$ cat config.mk
export PLATFORM = sky130hd
export DESIGN_NAME = swq_regs
export DESIGN_NICKNAME = d
export VERILOG_FILES = /design/src/swq_pkg.sv /design/src/swq_regs.sv
export SDC_FILE = /design/constraint.sdc
export NUM_CORES = 1
export LEC_CHECK = 0
export ABC_AREA = 1
export ABC_CLOCK_PERIOD_IN_PS = 2500
export BUFFER_PORTS_ARGS = -buffer_cell sky130_fd_sc_hd__buf_4
export CAP_MARGIN = 30
export CORE_MARGIN = 2
export CORE_UTILIZATION = 61
export CTS_BUF_LIST = sky130_fd_sc_hd__clkbuf_4
export DETAILED_ROUTE_END_ITERATION = 16
export PLACE_DENSITY_LB_ADDON = 0.1
export SLEW_MARGIN = 25
export SYNTH_ARGS = -nofsm -noshare
export SYNTH_HDL_FRONTEND = slang
export SYNTH_SLANG_ARGS = --single-unit
$ cat constraint.sdc
create_clock -name clock -period 2.5 [get_ports clock]
set_input_delay 0 -clock clock [delete_from_list [all_inputs] [get_ports clock]]
set_output_delay 0 -clock clock [all_outputs]
set_load 0.01 [all_outputs]
$ cat src/swq_pkg.sv
// swq_pkg: constants and carrier types for the switch queue, link-change
// and source vid insertion register bank.
// assumes one 10 MHz core clock shared by every user of this package.
package swq_pkg;

    // ------------------------------------------------------------
    // register offsets
    // ------------------------------------------------------------
    localparam logic [7:0] SWQ_OFS_P2Q2   = 8'hb4;
    localparam logic [7:0] SWQ_OFS_P2Q1   = 8'hb5;
    localparam logic [7:0] SWQ_OFS_P2Q0   = 8'hb6;
    localparam logic [7:0] SWQ_OFS_P3Q3   = 8'hb7;
    localparam logic [7:0] SWQ_OFS_P3Q2   = 8'hb8;
    localparam logic [7:0] SWQ_OFS_P3Q1   = 8'hb9;
    localparam logic [7:0] SWQ_OFS_P3Q0   = 8'hba;
    localparam logic [7:0] SWQ_OFS_IRQEN  = 8'hbb;
    localparam logic [7:0] SWQ_OFS_LINKST = 8'hbc;
    localparam logic [7:0] SWQ_OFS_PAUSE  = 8'hbd;
    localparam logic [7:0] SWQ_OFS_FIBER  = 8'hc0;
    localparam logic [7:0] SWQ_OFS_REGUL  = 8'hc1;
    localparam logic [7:0] SWQ_OFS_VIDINS = 8'hc2;

    // ------------------------------------------------------------
    // field positions and reset values
    // ------------------------------------------------------------
    localparam int         SWQ_SEL_BIT      = 7;
    localparam logic       SWQ_SEL_RST      = 1'b1;
    localparam logic [6:0] SWQ_Q3_LOW       = 7'h08;
    localparam logic [6:0] SWQ_Q2_LOW       = 7'h04;
    localparam logic [6:0] SWQ_Q1_LOW       = 7'h02;
    localparam logic [6:0] SWQ_Q0_LOW       = 7'h01;
    localparam int         SWQ_LS_P12_BIT   = 7;
    localparam int         SWQ_LS_P3_BIT    = 2;
    localparam int         SWQ_LS_P2_BIT    = 1;
    localparam int         SWQ_LS_P1_BIT    = 0;
    localparam logic [7:0] SWQ_LS_IMPL_MASK = 8'h87;
    localparam int         SWQ_FIB_P2_BIT   = 7;
    localparam int         SWQ_FIB_P1_BIT   = 6;
    localparam int         SWQ_REG_DIS_BIT  = 6;
    localparam int         SWQ_VID_MSB      = 5;
    localparam logic [7:0] SWQ_RST_ZERO     = 8'h00;
    localparam logic [7:0] SWQ_RD_UNMAPPED  = 8'h00;

    // ------------------------------------------------------------
    // weighted scheduling shares, four queue and two queue modes
    // ------------------------------------------------------------
    localparam logic [3:0] SWQ_W4_Q3 = 4'h8;
    localparam logic [3:0] SWQ_W4_Q2 = 4'h4;
    localparam logic [3:0] SWQ_W4_Q1 = 4'h2;
    localparam logic [3:0] SWQ_W4_Q0 = 4'h1;
    localparam logic [3:0] SWQ_W2_HI = 4'h2;
    localparam logic [3:0] SWQ_W2_LO = 4'h1;

    // ------------------------------------------------------------
    // timing
    // ------------------------------------------------------------
    localparam int SWQ_CLK_HZ         = 10_000_000;
    localparam int SWQ_PAUSE_LIMIT_MS = 160;
    localparam int SWQ_PAUSE_CYCLES   = SWQ_PAUSE_LIMIT_MS * (SWQ_CLK_HZ / 1000);

    // ------------------------------------------------------------
    // carrier types
    // ------------------------------------------------------------
    typedef struct packed {
        logic       wr;
        logic       rd;
        logic [7:0] addr;
        logic [7:0] wdata;
    } swq_req_s;

    typedef struct packed {
        logic p1_copper;
        logic p1_mii;
        logic p2_copper;
        logic p3_mii;
    } swq_link_s;

    typedef struct packed {
        logic       valid;
        logic [1:0] queue;
    } swq_grant_s;

endpackage

$ cat src/swq_regs.sv
// swq_regs: queue scheduling, link-change status and misc control registers
// of a three port managed switch, plus the egress queue pickers of ports 2/3.
// assumes the host management interface hands over single-cycle register
// requests synchronous to the core clock.
//
// Overview of operation
// - a port whose select bits are set serves its queues 8:4:2:1 (four queues) or 2:1 (two queues).
// - with every select bit of a port at 0 and the global select at 0 the port serves the highest nonempty queue first.
// - each queue of port 2 (Q2..Q0) and port 3 (Q3..Q0) has an 8-bit register with its select bit at 7, reset 1.
// - an 8-bit enable register, reset zero, gates each link status bit onto the interrupt pin.
// - status bit 7 sets on a link change of copper port 1 or port 2.
// - status bit 2 sets on a link change of port 3 on its media independent interface.
// - status bit 1 sets on a link change of copper port 2.
// - status bit 0 sets on a link change of port 1 on copper or its media independent interface.
// - writing one to a status bit clears it, and reading leaves it set.
// - with the pause limit register nonzero, 160 ms of continuous pause requests flow control invalidation.
// - vid insert bits 5..3 tag untagged frames on paths 1 to 2, 1 to 3 and 2 to 1.
// - vid insert bits 2..0 tag untagged frames on paths 2 to 3, 3 to 1 and 3 to 2.
`timescale 1ns/100ps
`default_nettype none

// ----------------------------------------------------------------
// egress queue picker, one per port
// ----------------------------------------------------------------
module swq_picker (
    // clock and reset
    input  wire logic               clock,
    input  wire logic               rst,
    // configuration
    input  wire logic               weighted,
    input  wire logic               two_queue,
    // queue state and dispatch request
    input  wire logic [3:0]         q_nonempty,
    input  wire logic               pick,
    // chosen queue
    output swq_pkg::swq_grant_s     grant
);
    import swq_pkg::*;

    logic [3:0]  credit_q [4];
    logic [3:0]  credit_d [4];
    swq_grant_s  grant_q;
    swq_grant_s  grant_d;
    logic [3:0]  eligible;
    logic [3:0]  weight [4];

    // two queue mode uses only q1/q0
    always_comb begin
        weight[3] = two_queue ? 4'h0 : SWQ_W4_Q3;
        weight[2] = two_queue ? 4'h0 : SWQ_W4_Q2;
        weight[1] = two_queue ? SWQ_W2_HI : SWQ_W4_Q1;
        weight[0] = two_queue ? SWQ_W2_LO : SWQ_W4_Q0;
    end

    // pick the highest eligible queue, with credit left when weighted; reload shares when the round is spent
    always_comb begin
        logic [3:0] cand;
        logic       reload;
        cand     = 4'h0;
        reload   = 1'b0;
        credit_d = credit_q;
        grant_d  = '{valid: 1'b0, queue: grant_q.queue};
        for (int i = 0; i < 4; i++) begin
            eligible[i] = q_nonempty[i] && (weight[i] != 4'h0);
            cand[i]     = eligible[i] && (credit_q[i] != 4'h0);
        end
        if (weighted && cand == 4'h0 && eligible != 4'h0) begin
            reload = 1'b1;
            cand   = eligible;
        end
        if (!weighted) begin
            cand = eligible;
        end
        if (pick && cand != 4'h0) begin
            grant_d.valid = 1'b1;
            for (int i = 0; i < 4; i++) begin
                if (cand[i]) begin
                    grant_d.queue = 2'(i);               // highest index wins
                end
            end
        end
        if (weighted && pick && grant_d.valid) begin
            for (int i = 0; i < 4; i++) begin
                credit_d[i] = reload ? weight[i] : credit_q[i];
            end
            credit_d[grant_d.queue] = credit_d[grant_d.queue] - 4'h1;
        end else if (!weighted) begin
            credit_d = weight;                           // fresh round on entry
        end
    end

    always_ff @(posedge clock) begin
        if (rst) begin
            credit_q <= '{default: 4'h0};
            grant_q  <= '{valid: 1'b0, queue: 2'b00};
        end else begin
            credit_q <= credit_d;
            grant_q  <= grant_d;
        end
    end

    assign grant = grant_q;

endmodule // swq_picker

// ----------------------------------------------------------------
// register bank top
// ----------------------------------------------------------------
module swq_regs #(
    parameter int PAUSE_CYCLES = swq_pkg::SWQ_PAUSE_CYCLES
) (
    // clock and reset
    input  wire logic               clock,
    input  wire logic               rst,
    // host register port
    input  wire swq_pkg::swq_req_s  req,
    output logic [7:0]              rdata,
    // link state levels
    input  wire swq_pkg::swq_link_s link_up,
    // global scheduling configuration and port 2 q3 select from outside
    input  wire logic               global_sched_sel,
    input  wire logic               p2_q3_sel,
    input  wire logic               two_queue_mode,
    // egress queues
    input  wire logic [3:0]         p2_nonempty,
    input  wire logic               p2_pick,
    output swq_pkg::swq_grant_s     p2_grant,
    input  wire logic [3:0]         p3_nonempty,
    input  wire logic               p3_pick,
    output swq_pkg::swq_grant_s     p3_grant,
    // flow control
    input  wire logic               pause_active,
    output logic                    flow_ctrl_invalidate,
    // controls to the datapath and analog
    output logic [5:0]              vid_insert,
    output logic [1:0]              fiber_high_threshold,
    output logic                    core_regulator_disable,
    // interrupt
    output logic                    irq_pin_low_n
);
    import swq_pkg::*;

    localparam int CW = $clog2(PAUSE_CYCLES + 1);

    // refuse a limit the counter could never reach
    if (PAUSE_CYCLES < 1) begin : g_bad_limit
        $error("PAUSE_CYCLES must be at least one");
    end

    // ------------------------------------------------------------
    // register state
    // ------------------------------------------------------------
    logic [6:0]    sel_q;      // {p3q0,p3q1,p3q2,p3q3,p2q0,p2q1,p2q2}
    logic [6:0]    sel_d;
    logic [7:0]    irq_en_q;
    logic [7:0]    irq_en_d;
    logic [7:0]    link_event_flag_q;
    logic [7:0]    link_event_flag_d;
    logic [7:0]    pause_en_q;
    logic [7:0]    pause_en_d;
    logic [1:0]    fiber_q;
    logic [1:0]    fiber_d;
    logic          regul_q;
    logic          regul_d;
    logic [5:0]    vid_q;
    logic [5:0]    vid_d;
    logic [7:0]    rdata_q;
    logic [7:0]    rdata_d;
    swq_link_s     link_prev_q;
    logic [7:0]    event_set;
    logic          we;

    assign we = req.wr;

    // register writes; reserved low bits stay fixed
    always_comb begin
        sel_d    = sel_q;
        irq_en_d = irq_en_q;
        pause_en_d = pause_en_q;
        fiber_d  = fiber_q;
        regul_d  = regul_q;
        vid_d    = vid_q;
        if (we) begin
            case (req.addr)
                SWQ_OFS_P2Q2:   sel_d[0] = req.wdata[SWQ_SEL_BIT];
                SWQ_OFS_P2Q1:   sel_d[1] = req.wdata[SWQ_SEL_BIT];
                SWQ_OFS_P2Q0:   sel_d[2] = req.wdata[SWQ_SEL_BIT];
                SWQ_OFS_P3Q3:   sel_d[3] = req.wdata[SWQ_SEL_BIT];
                SWQ_OFS_P3Q2:   sel_d[4] = req.wdata[SWQ_SEL_BIT];
                SWQ_OFS_P3Q1:   sel_d[5] = req.wdata[SWQ_SEL_BIT];
                SWQ_OFS_P3Q0:   sel_d[6] = req.wdata[SWQ_SEL_BIT];
                SWQ_OFS_IRQEN:  irq_en_d = req.wdata;
                SWQ_OFS_PAUSE:  pause_en_d = req.wdata;
                SWQ_OFS_FIBER:  fiber_d = {req.wdata[SWQ_FIB_P2_BIT], req.wdata[SWQ_FIB_P1_BIT]};
                SWQ_OFS_REGUL:  regul_d = req.wdata[SWQ_REG_DIS_BIT];
                SWQ_OFS_VIDINS: vid_d = req.wdata[SWQ_VID_MSB:0];
                default:        sel_d = sel_q;
            endcase
        end
    end

    always_ff @(posedge clock) begin
        if (rst) begin
            sel_q      <= {7{SWQ_SEL_RST}};
            irq_en_q   <= SWQ_RST_ZERO;
            pause_en_q <= SWQ_RST_ZERO;
            fiber_q    <= 2'b00;
            regul_q    <= 1'b0;
            vid_q      <= 6'h00;
        end else begin
            sel_q      <= sel_d;
            irq_en_q   <= irq_en_d;
            pause_en_q <= pause_en_d;
            fiber_q    <= fiber_d;
            regul_q    <= regul_d;
            vid_q      <= vid_d;
        end
    end

    // ------------------------------------------------------------
    // link change detection and write-one-to-clear status
    // ------------------------------------------------------------
    // link levels arrive synchronous; the previous sample follows even in
    // reset so no false change shows at release
    always_comb begin
        event_set                 = 8'h00;
        event_set[SWQ_LS_P12_BIT] = (link_up.p1_copper ^ link_prev_q.p1_copper)
                                  | (link_up.p2_copper ^ link_prev_q.p2_copper);
        event_set[SWQ_LS_P3_BIT]  = link_up.p3_mii ^ link_prev_q.p3_mii;
        event_set[SWQ_LS_P2_BIT]  = link_up.p2_copper ^ link_prev_q.p2_copper;
        event_set[SWQ_LS_P1_BIT]  = (link_up.p1_copper ^ link_prev_q.p1_copper)
                                  | (link_up.p1_mii ^ link_prev_q.p1_mii);
        link_event_flag_d = link_event_flag_q;
        if (we && req.addr == SWQ_OFS_LINKST) begin
            // ones clear, zeros keep; a read never touches it
            link_event_flag_d = link_event_flag_q & ~req.wdata;
        end
        // a change in the clearing cycle still lands
        link_event_flag_d = (link_event_flag_d | event_set) & SWQ_LS_IMPL_MASK;
    end

    always_ff @(posedge clock) begin
        link_prev_q <= link_up;
        if (rst) begin
            link_event_flag_q <= SWQ_RST_ZERO;
        end else begin
            link_event_flag_q <= link_event_flag_d;
        end
    end

    // interrupt held low while any enabled flag stands
    logic irq_q;
    always_ff @(posedge clock) begin
        if (rst) begin
            irq_q <= 1'b0;
        end else begin
            irq_q <= |(link_event_flag_d & irq_en_d);
        end
    end
    assign irq_pin_low_n = ~irq_q;

    // ------------------------------------------------------------
    // pause time limit
    // ------------------------------------------------------------
    logic [CW-1:0] pause_cnt_q;
    logic [CW-1:0] pause_cnt_d;
    logic          invalidate_q;
    logic          invalidate_d;

    // counter saturates so a long pause keeps the request standing
    always_comb begin
        pause_cnt_d  = pause_cnt_q;
        invalidate_d = 1'b0;
        if (pause_en_q == SWQ_RST_ZERO || !pause_active) begin
            pause_cnt_d = '0;
        end else if (pause_cnt_q != CW'(PAUSE_CYCLES)) begin
            pause_cnt_d = pause_cnt_q + CW'(1);
        end
        if (pause_en_q != SWQ_RST_ZERO && pause_active && pause_cnt_d == CW'(PAUSE_CYCLES)) begin
            invalidate_d = 1'b1;
        end
    end

    always_ff @(posedge clock) begin
        if (rst) begin
            pause_cnt_q  <= '0;
            invalidate_q <= 1'b0;
        end else begin
            pause_cnt_q  <= pause_cnt_d;
            invalidate_q <= invalidate_d;
        end
    end
    assign flow_ctrl_invalidate = invalidate_q;

    // ------------------------------------------------------------
    // read path
    // ------------------------------------------------------------
    // reserved bits read their fixed defaults, unmapped reads give zero
    always_comb begin
        rdata_d = rdata_q;
        if (req.rd) begin
            case (req.addr)
                SWQ_OFS_P2Q2:   rdata_d = {sel_q[0], SWQ_Q2_LOW};
                SWQ_OFS_P2Q1:   rdata_d = {sel_q[1], SWQ_Q1_LOW};
                SWQ_OFS_P2Q0:   rdata_d = {sel_q[2], SWQ_Q0_LOW};
                SWQ_OFS_P3Q3:   rdata_d = {sel_q[3], SWQ_Q3_LOW};
                SWQ_OFS_P3Q2:   rdata_d = {sel_q[4], SWQ_Q2_LOW};
                SWQ_OFS_P3Q1:   rdata_d = {sel_q[5], SWQ_Q1_LOW};
                SWQ_OFS_P3Q0:   rdata_d = {sel_q[6], SWQ_Q0_LOW};
                SWQ_OFS_IRQEN:  rdata_d = irq_en_q;
                SWQ_OFS_LINKST: rdata_d = link_event_flag_q;
                SWQ_OFS_PAUSE:  rdata_d = pause_en_q;
                SWQ_OFS_FIBER:  rdata_d = {fiber_q, 6'h00};
                SWQ_OFS_REGUL:  rdata_d = {1'b0, regul_q, 6'h00};
                SWQ_OFS_VIDINS: rdata_d = {2'b00, vid_q};
                default:        rdata_d = SWQ_RD_UNMAPPED;
            endcase
        end
    end

    always_ff @(posedge clock) begin
        if (rst) begin
            rdata_q <= SWQ_RST_ZERO;
        end else begin
            rdata_q <= rdata_d;
        end
    end
    assign rdata = rdata_q;

    // ------------------------------------------------------------
    // outputs and queue pickers
    // ------------------------------------------------------------
    assign vid_insert             = vid_q;
    assign fiber_high_threshold   = fiber_q;
    assign core_regulator_disable = regul_q;

    // strict only when every select of the port and the global bit are 0
    logic p2_weighted;
    logic p3_weighted;
    assign p2_weighted = p2_q3_sel | (|sel_q[2:0]) | global_sched_sel;
    assign p3_weighted = (|sel_q[6:3]) | global_sched_sel;

    swq_picker u_p2_picker (
        .clock      (clock),
        .rst        (rst),
        .weighted   (p2_weighted),
        .two_queue  (two_queue_mode),
        .q_nonempty (p2_nonempty),
        .pick       (p2_pick),
        .grant      (p2_grant)
    );

    swq_picker u_p3_picker (
        .clock      (clock),
        .rst        (rst),
        .weighted   (p3_weighted),
        .two_queue  (two_queue_mode),
        .q_nonempty (p3_nonempty),
        .pick       (p3_pick),
        .grant      (p3_grant)
    );

endmodule // swq_regs

`default_nettype wire

==> flow_metrics.tcl, run 1 <==
set metrics [dict create \
    status "completed" \
    critPathKind "register to register" \
    cts_htree_levels 3 \
    grt_overflow 0 \
    antennaDiodeCount 0 \
    dieArea_mm2 0.0107 \
    cap_violations 0 \
    grt_pass1_wl_um 25900 \
    final_util 0.770 \
    syn_nets 967 \
    crit_top_cell "nand2_1" \
    via_count 6486 \
    core_area_mm2 0.00968 \
    dp_hpwl_um 11100 \
    layout-drive-gt1-share 0.192 \
    critPathMaxStageDelay_ns 0.38 \
    cts_root_buf "clkbuf_4" \
    fmax_mhz 407 \
    finalPower_mw 4.39 \
    cp_slowest_cell "dfxtp_2" \
    regArea_mm2 0.00221 \
    fill_cells 751 \
    clock_latency_ns 0.47 \
    layout_common_cells "nand2_1, inv_1, dfxtp_1" \
    relSlewSlack 0.580 \
    cp.arrival_ns 2.80 \
    grt_pass1_vias 5623 \
    start_util 0.623 \
    path_cells "nor2_4 > nand2_1 > nand2_1 > nand2_2 > nor2_4 > nand2_4 > nand2_2 > nand2_1 > nand2_1 > nand2_2 > a21boi_1 > nand2_1 > o21ai_0 > nand2_1 > nand2_1 > inv_1 > nand2_4 > nand3_1 > nand2_1 > a21oi_1" \
    cts_max_path_buffers 2 \
    end_kind "register" \
    port_buffers 62 \
    crit_fanout 6 \
    yosysSeqAreaShare 0.361 \
    num_io_pins 63 \
    ys_ff_latch 109 \
    rsz0062_at_grt "true" \
    cts_sinks 109 \
    yosysTopAreaCellShare 0.361 \
    synthToLayoutAreaGrowth_pct 23.5 \
    cts_buffers 9 \
    holdWs_ns 0.0294 \
    wl_per_cell_um 14.1 \
    fin_crit_ns 2.46 \
    clk_pin_slew_ns 0.17 \
    synth_warnings 0 \
    synth_cell_types 41 \
    synthCells 927 \
    rows 36 \
    worstSetupStartpointType "register" \
    crit_required_ns 2.85 \
    drt_wl_total_um 16500 \
    slew_viol_final 0 \
    cts_tree "yes" \
    routabilityCongestion 0.938 \
    drtIter0Drc 370 \
    routed_via_density 5.54 \
    p_leak_nw 3.25 \
    netlist.top_cell.by_area "dfxtp_1" \
    hp-class "input port to register" \
    die_w_um 103 \
    place_area_mm2 0.00668 \
    antenna_found_initial 0 \
    final_common_cell "nand2_1" \
    grt_use_total 0.304 \
    syn-cell-area_mm2 0.00604 \
    grt_max_degree 56 \
    synthTopCellsByArea "dfxtp_1, nand2_1, inv_1" \
    worst_ir_drop_vdd_uv 492 \
    period_share 0.983 \
    final_cell_area_mm2 0.00745 \
    drt_first_pass_iters 5 \
    die_h_um 103 \
    drcViolationCount 0 \
    multi_input_area_mm2 0.00352 \
    fin_worst_skew_ns 0.0248 \
    fin_nets 1073 \
    setup_viol 0 \
    powerDensity_mw_per_mm2 589 \
    ant_nets 0 \
    hold_violations 0 \
    syn_avg_cell_area_um2 6.51 \
    worst_pin_slew_ns 0.627 \
]
-- per-layer routing --
layer,wire [um],up-vias,global-route usage
met2,7960,238,0.506
met1,7230,2960,0.404
li1,-,3238,-
met3,914,50,0.0484
met5,0,-,0
met4,400,0,0.0951
-- flip-flops by register name, summed over array words and instances, names as in the netlist, 6 cells and up --
register	flops
vid_insert	6
rdata	8
pause_cnt_q	21
sel_q	7
u_p2_picker.credit_q	16
irq_en_q	8
u_p3_picker.credit_q	16
pause_en_q	8
-- worst max-delay path: cells and delay by family (launching register included) --
family / cells / cell delay, ns
and+or+nand+nor: 16 / 1.41
DFF: 1 / 0.38
AOI/OAI and AO/OA: 3 / 0.45
buffers and inverters: 1 / 0.09
-- cell families (layout without fill, tap and decap cells) --
kind of cell               count (synthesis)  count (layout)  share of synthesized area
DFF                                      109             109                      0.361
and+or+nand+nor                          451             453                      0.332
muxes                                      2               2                    0.00352
xor gates and xnor gates                  18              18                     0.0261
adders and majority gates                  2               2                    0.00414
AOI/OAI and AO/OA                        192             192                      0.175
buffers and inverters                    153             262                     0.0976
-- through the flow --
step,cells,setup WS [ns],TNS (ns)
finish,1171,0.0430,0
CTS,1156,0.00861,0
floorplan,927,0.379,0
detailed placement,1113,0.0284,0
global route,1171,-0.105,-0.820
global placement,1113,0.0630,0
-- where the power goes --
group | internal [mW] | switching (mW) | leakage (nW) | total (mW)
sequential | 1.83 | 0.0717 | 0.892 | 1.90
combinational | 0.607 | 1.05 | 2.29 | 1.66
clock | 0.226 | 0.606 | 0.0674 | 0.832
total | 2.66 | 1.73 | 3.25 | 4.39
-- synth_stat cells (all sizes together) --
| cell type | n |
|---|---|
| o221ai | 2 |
| nand3b | 3 |
| o311ai | 6 |
| a31oi | 4 |
| buf | 3 |
| nor3 | 19 |
| mux2i | 1 |
| a221oi | 2 |
| xor2 | 16 |
| nand3 | 54 |
| o2111ai | 2 |
| nand2 | 251 |
| nand4 | 18 |
| o31ai | 1 |
| dfxtp | 109 |
| nor3b | 2 |
| a211oi | 2 |
| o22ai | 4 |
| o211ai | 4 |
| a21boi | 2 |
| o21ai | 67 |
| ha | 2 |
| nor2 | 99 |
| a21o | 2 |
| a21oi | 92 |
| nor4 | 5 |
| mux2 | 1 |
| o41ai | 2 |
| xnor2 | 2 |
| inv | 129 |
| clkbuf | 21 |
-- area by class of cell --
type,count,area share
clock inverter,6,0.00638
tap,133,0.0223
inverter,129,0.0660
clock buffer,10,0.0101
multi-input combinational,667,0.472
sequential,109,0.296
timing repair buffer,117,0.127
-- what timing repair did --
item                                   4_1_cts  5_1_grt
resized for setup                            1       80
cloned                                       0        2
setup endpoints to repair                    1       27
endpoints found under the hold margin       51        0
hold buffers                                26        0
setup buffers                                1       13
pin swaps                                    1       22
-- path summary, 6_finish.rpt --
check	slack [ns]	from	end	cells after the start
max	0.04	u_p3_picker.credit_q[11]$_SDFFE_PP0P_	u_p3_picker.credit_q[11]$_SDFFE_PP0P_	20
min	0.03	req[13]	core_regulator_disable$_SDFFE_PP0P_	6
max reg2reg	0.04	u_p3_picker.credit_q[11]$_SDFFE_PP0P_	u_p3_picker.credit_q[11]$_SDFFE_PP0P_	20
min reg2reg	0.48	irq_en_q[5]$_SDFFE_PP0P_	irq_en_q[5]$_SDFFE_PP0P_	2
No activity file was read; power rests on OpenSTA's default activity.
==> run 2, diff against run 1 <==
- BUFFER_PORTS_ARGS: -buffer_cell sky130_fd_sc_hd__buf_4 -> -buffer_cell sky130_fd_sc_hd__buf_2
- CORE_UTILIZATION: 61 -> 40
- MAX_ROUTING_LAYER: not set -> met4
==> flow_metrics.tcl, run 2 (same netlist as run 1, synthesis figures left out) <==
set metrics [dict create \
    crit_required_ns 2.89 \
    relSlewSlack 0.572 \
    cts_max_path_buffers 2 \
    fmax_mhz 425 \
    drcViolationCount 0 \
    largest_register_ffs 21 \
    grt_use_total 0.220 \
    grt_overflow 0 \
    clk_pin_slew_ns 0.19 \
    grt_pass1_vias 5862 \
    grt_max_degree 55 \
    fin_crit_ns 2.35 \
    num_io_pins 63 \
    cts_root_buf "clkbuf_4" \
    reg_top3 "pause_cnt_q x21, u_p2_picker.credit_q x16, u_p3_picker.credit_q x16" \
    antenna_found_initial 1 \
    via_count 6207 \
    hold_violations 0 \
    fin_worst_skew_ns 0.0281 \
    die_h_um 127 \
    drt_first_pass_iters 5 \
    synthToLayoutAreaGrowth_pct 23.6 \
    critPathKind "register to register" \
    worst_ir_drop_vdd_uv 395 \
    die_w_um 127 \
    routed_via_density 5.08 \
    cts_tree "yes" \
    grt_pass1_wl_um 28300 \
    drt_wl_total_um 17100 \
    worstSetupStartpointType "register" \
    drtIter0Drc 447 \
    core_area_mm2 0.0146 \
    ant_nets 0 \
    top_register "pause_cnt_q" \
    clock_latency_ns 0.50 \
    crit_fanout 6 \
    period_share 0.942 \
    slew_viol_final 0 \
    powerDensity_mw_per_mm2 601 \
    rsz0062_at_grt "true" \
    final_common_cell "nand2_1" \
    rows 44 \
    status "completed" \
    dp_hpwl_um 12500 \
    worst_pin_slew_ns 0.642 \
    port_buffers 62 \
    start_util 0.412 \
    cts_sinks 109 \
    fin_nets 1073 \
    cts_buffers 9 \
    holdWs_ns 0.0688 \
    p_leak_nw 3.26 \
    end_kind "register" \
    cap_violations 0 \
    layout_common_cells "nand2_1, inv_1, dfxtp_1" \
    routabilityCongestion 0.939 \
    final_util 0.510 \
    wl_per_cell_um 14.0 \
    cts_htree_levels 3 \
    layout-drive-gt1-share 0.212 \
    dieArea_mm2 0.0161 \
    setup_viol 0 \
    hp-class "input port to register" \
    cp.arrival_ns 2.74 \
]
## run 2: changes by cell type in the layout (fill, tap and decap cells not counted), sizes merged
cell	before	now
inv	130	133
diode	0	1
clkbuf	11	9
dlygate4sd3	26	28
buf	90	89
clkinv	4	2
## run 2: report_power, final
group          internal (mW)  leakage [nW]  switching, mW
Sequential              1.83         0.890         0.0768
Combinational          0.610          2.30           1.08
Clock                  0.229        0.0720          0.672
## run 2: final timing paths
| kind | from | end | slack (ns) | cells after the start |
|---|---|---|---|---|
| setup / recovery | sel_q[5]$_SDFFE_PP1P_ | u_p3_picker.credit_q[7]$_SDFFE_PP0P_ | 0.15 | 17 |
| hold / removal | pause_active | pause_cnt_q[2]$_SDFF_PP0_ | 0.07 | 5 |
| setup reg to reg | sel_q[5]$_SDFFE_PP1P_ | u_p3_picker.credit_q[7]$_SDFFE_PP0P_ | 0.15 | 17 |
| hold reg to reg | fiber_high_threshold[1]$_SDFFE_PP0P_ | fiber_high_threshold[1]$_SDFFE_PP0P_ | 0.47 | 2 |
## run 2: stage by stage
stage	total power [mW]	setup TNS [ns]	cell area, um2	setup slack [ns]	cells
2_1_floorplan	2.91	0	6040	0.379	927
3_3_place_gp	3.27	0	6610	0.00443	1167
3_5_place_dp	3.26	0	6620	0.0172	1168
4_1_cts	4.21	0	7030	0.0190	1212
5_1_grt	4.80	-0.810	7460	-0.0817	1223
6_report	4.49	0	7460	0.145	1223
## run 2: area by class of cell
class	count	area, um2
fill	1536	7180
multi-input combinational	667	3610
sequential	109	2200
timing repair buffer	117	797
inverter	129	487
tap	184	230
clock buffer	9	67.6
clock inverter	7	66.3
antenna	1	2.50
## run 2: repair_timing
action | 4_1_cts | 5_1_grt
setup buffers | 0 | 8
pin swaps | 0 | 35
endpoints found under the hold margin | 56 | 0
endpoints found under the setup margin | 2 | 28
resized for setup | 1 | 103
cloned | 0 | 2
hold buffers | 28 | 0
## run 2: routing by layer
metal | track usage | share of wire | vias to the layer above | routed length, um
li1 | - | - | 3253 | -
met1 | 0.287 | 0.48 | 2798 | 8250
met3 | 0.0451 | 0.039 | 20 | 663
met5 | - | 0 | - | 0
met2 | 0.347 | 0.46 | 136 | 7960
met4 | 0.0633 | 0.015 | 0 | 262
## run 2: worst max-delay path, cell delays in order (launching register included)
cell and delay [ns]:
dfxtp_1 0.40, inv_1 0.08, nand4_4 0.13, nand3_1 0.12
o21ai_0 0.30, nand2_2 0.13, nand2_4 0.14, nand2_8 0.08
nand2_2 0.08, nand2_1 0.05, nand2_1 0.07, nand2_2 0.08
nor2_4 0.19, nand2_4 0.10, nand2_4 0.10, nand3_2 0.07
nand2_2 0.08, a21oi_2 0.04
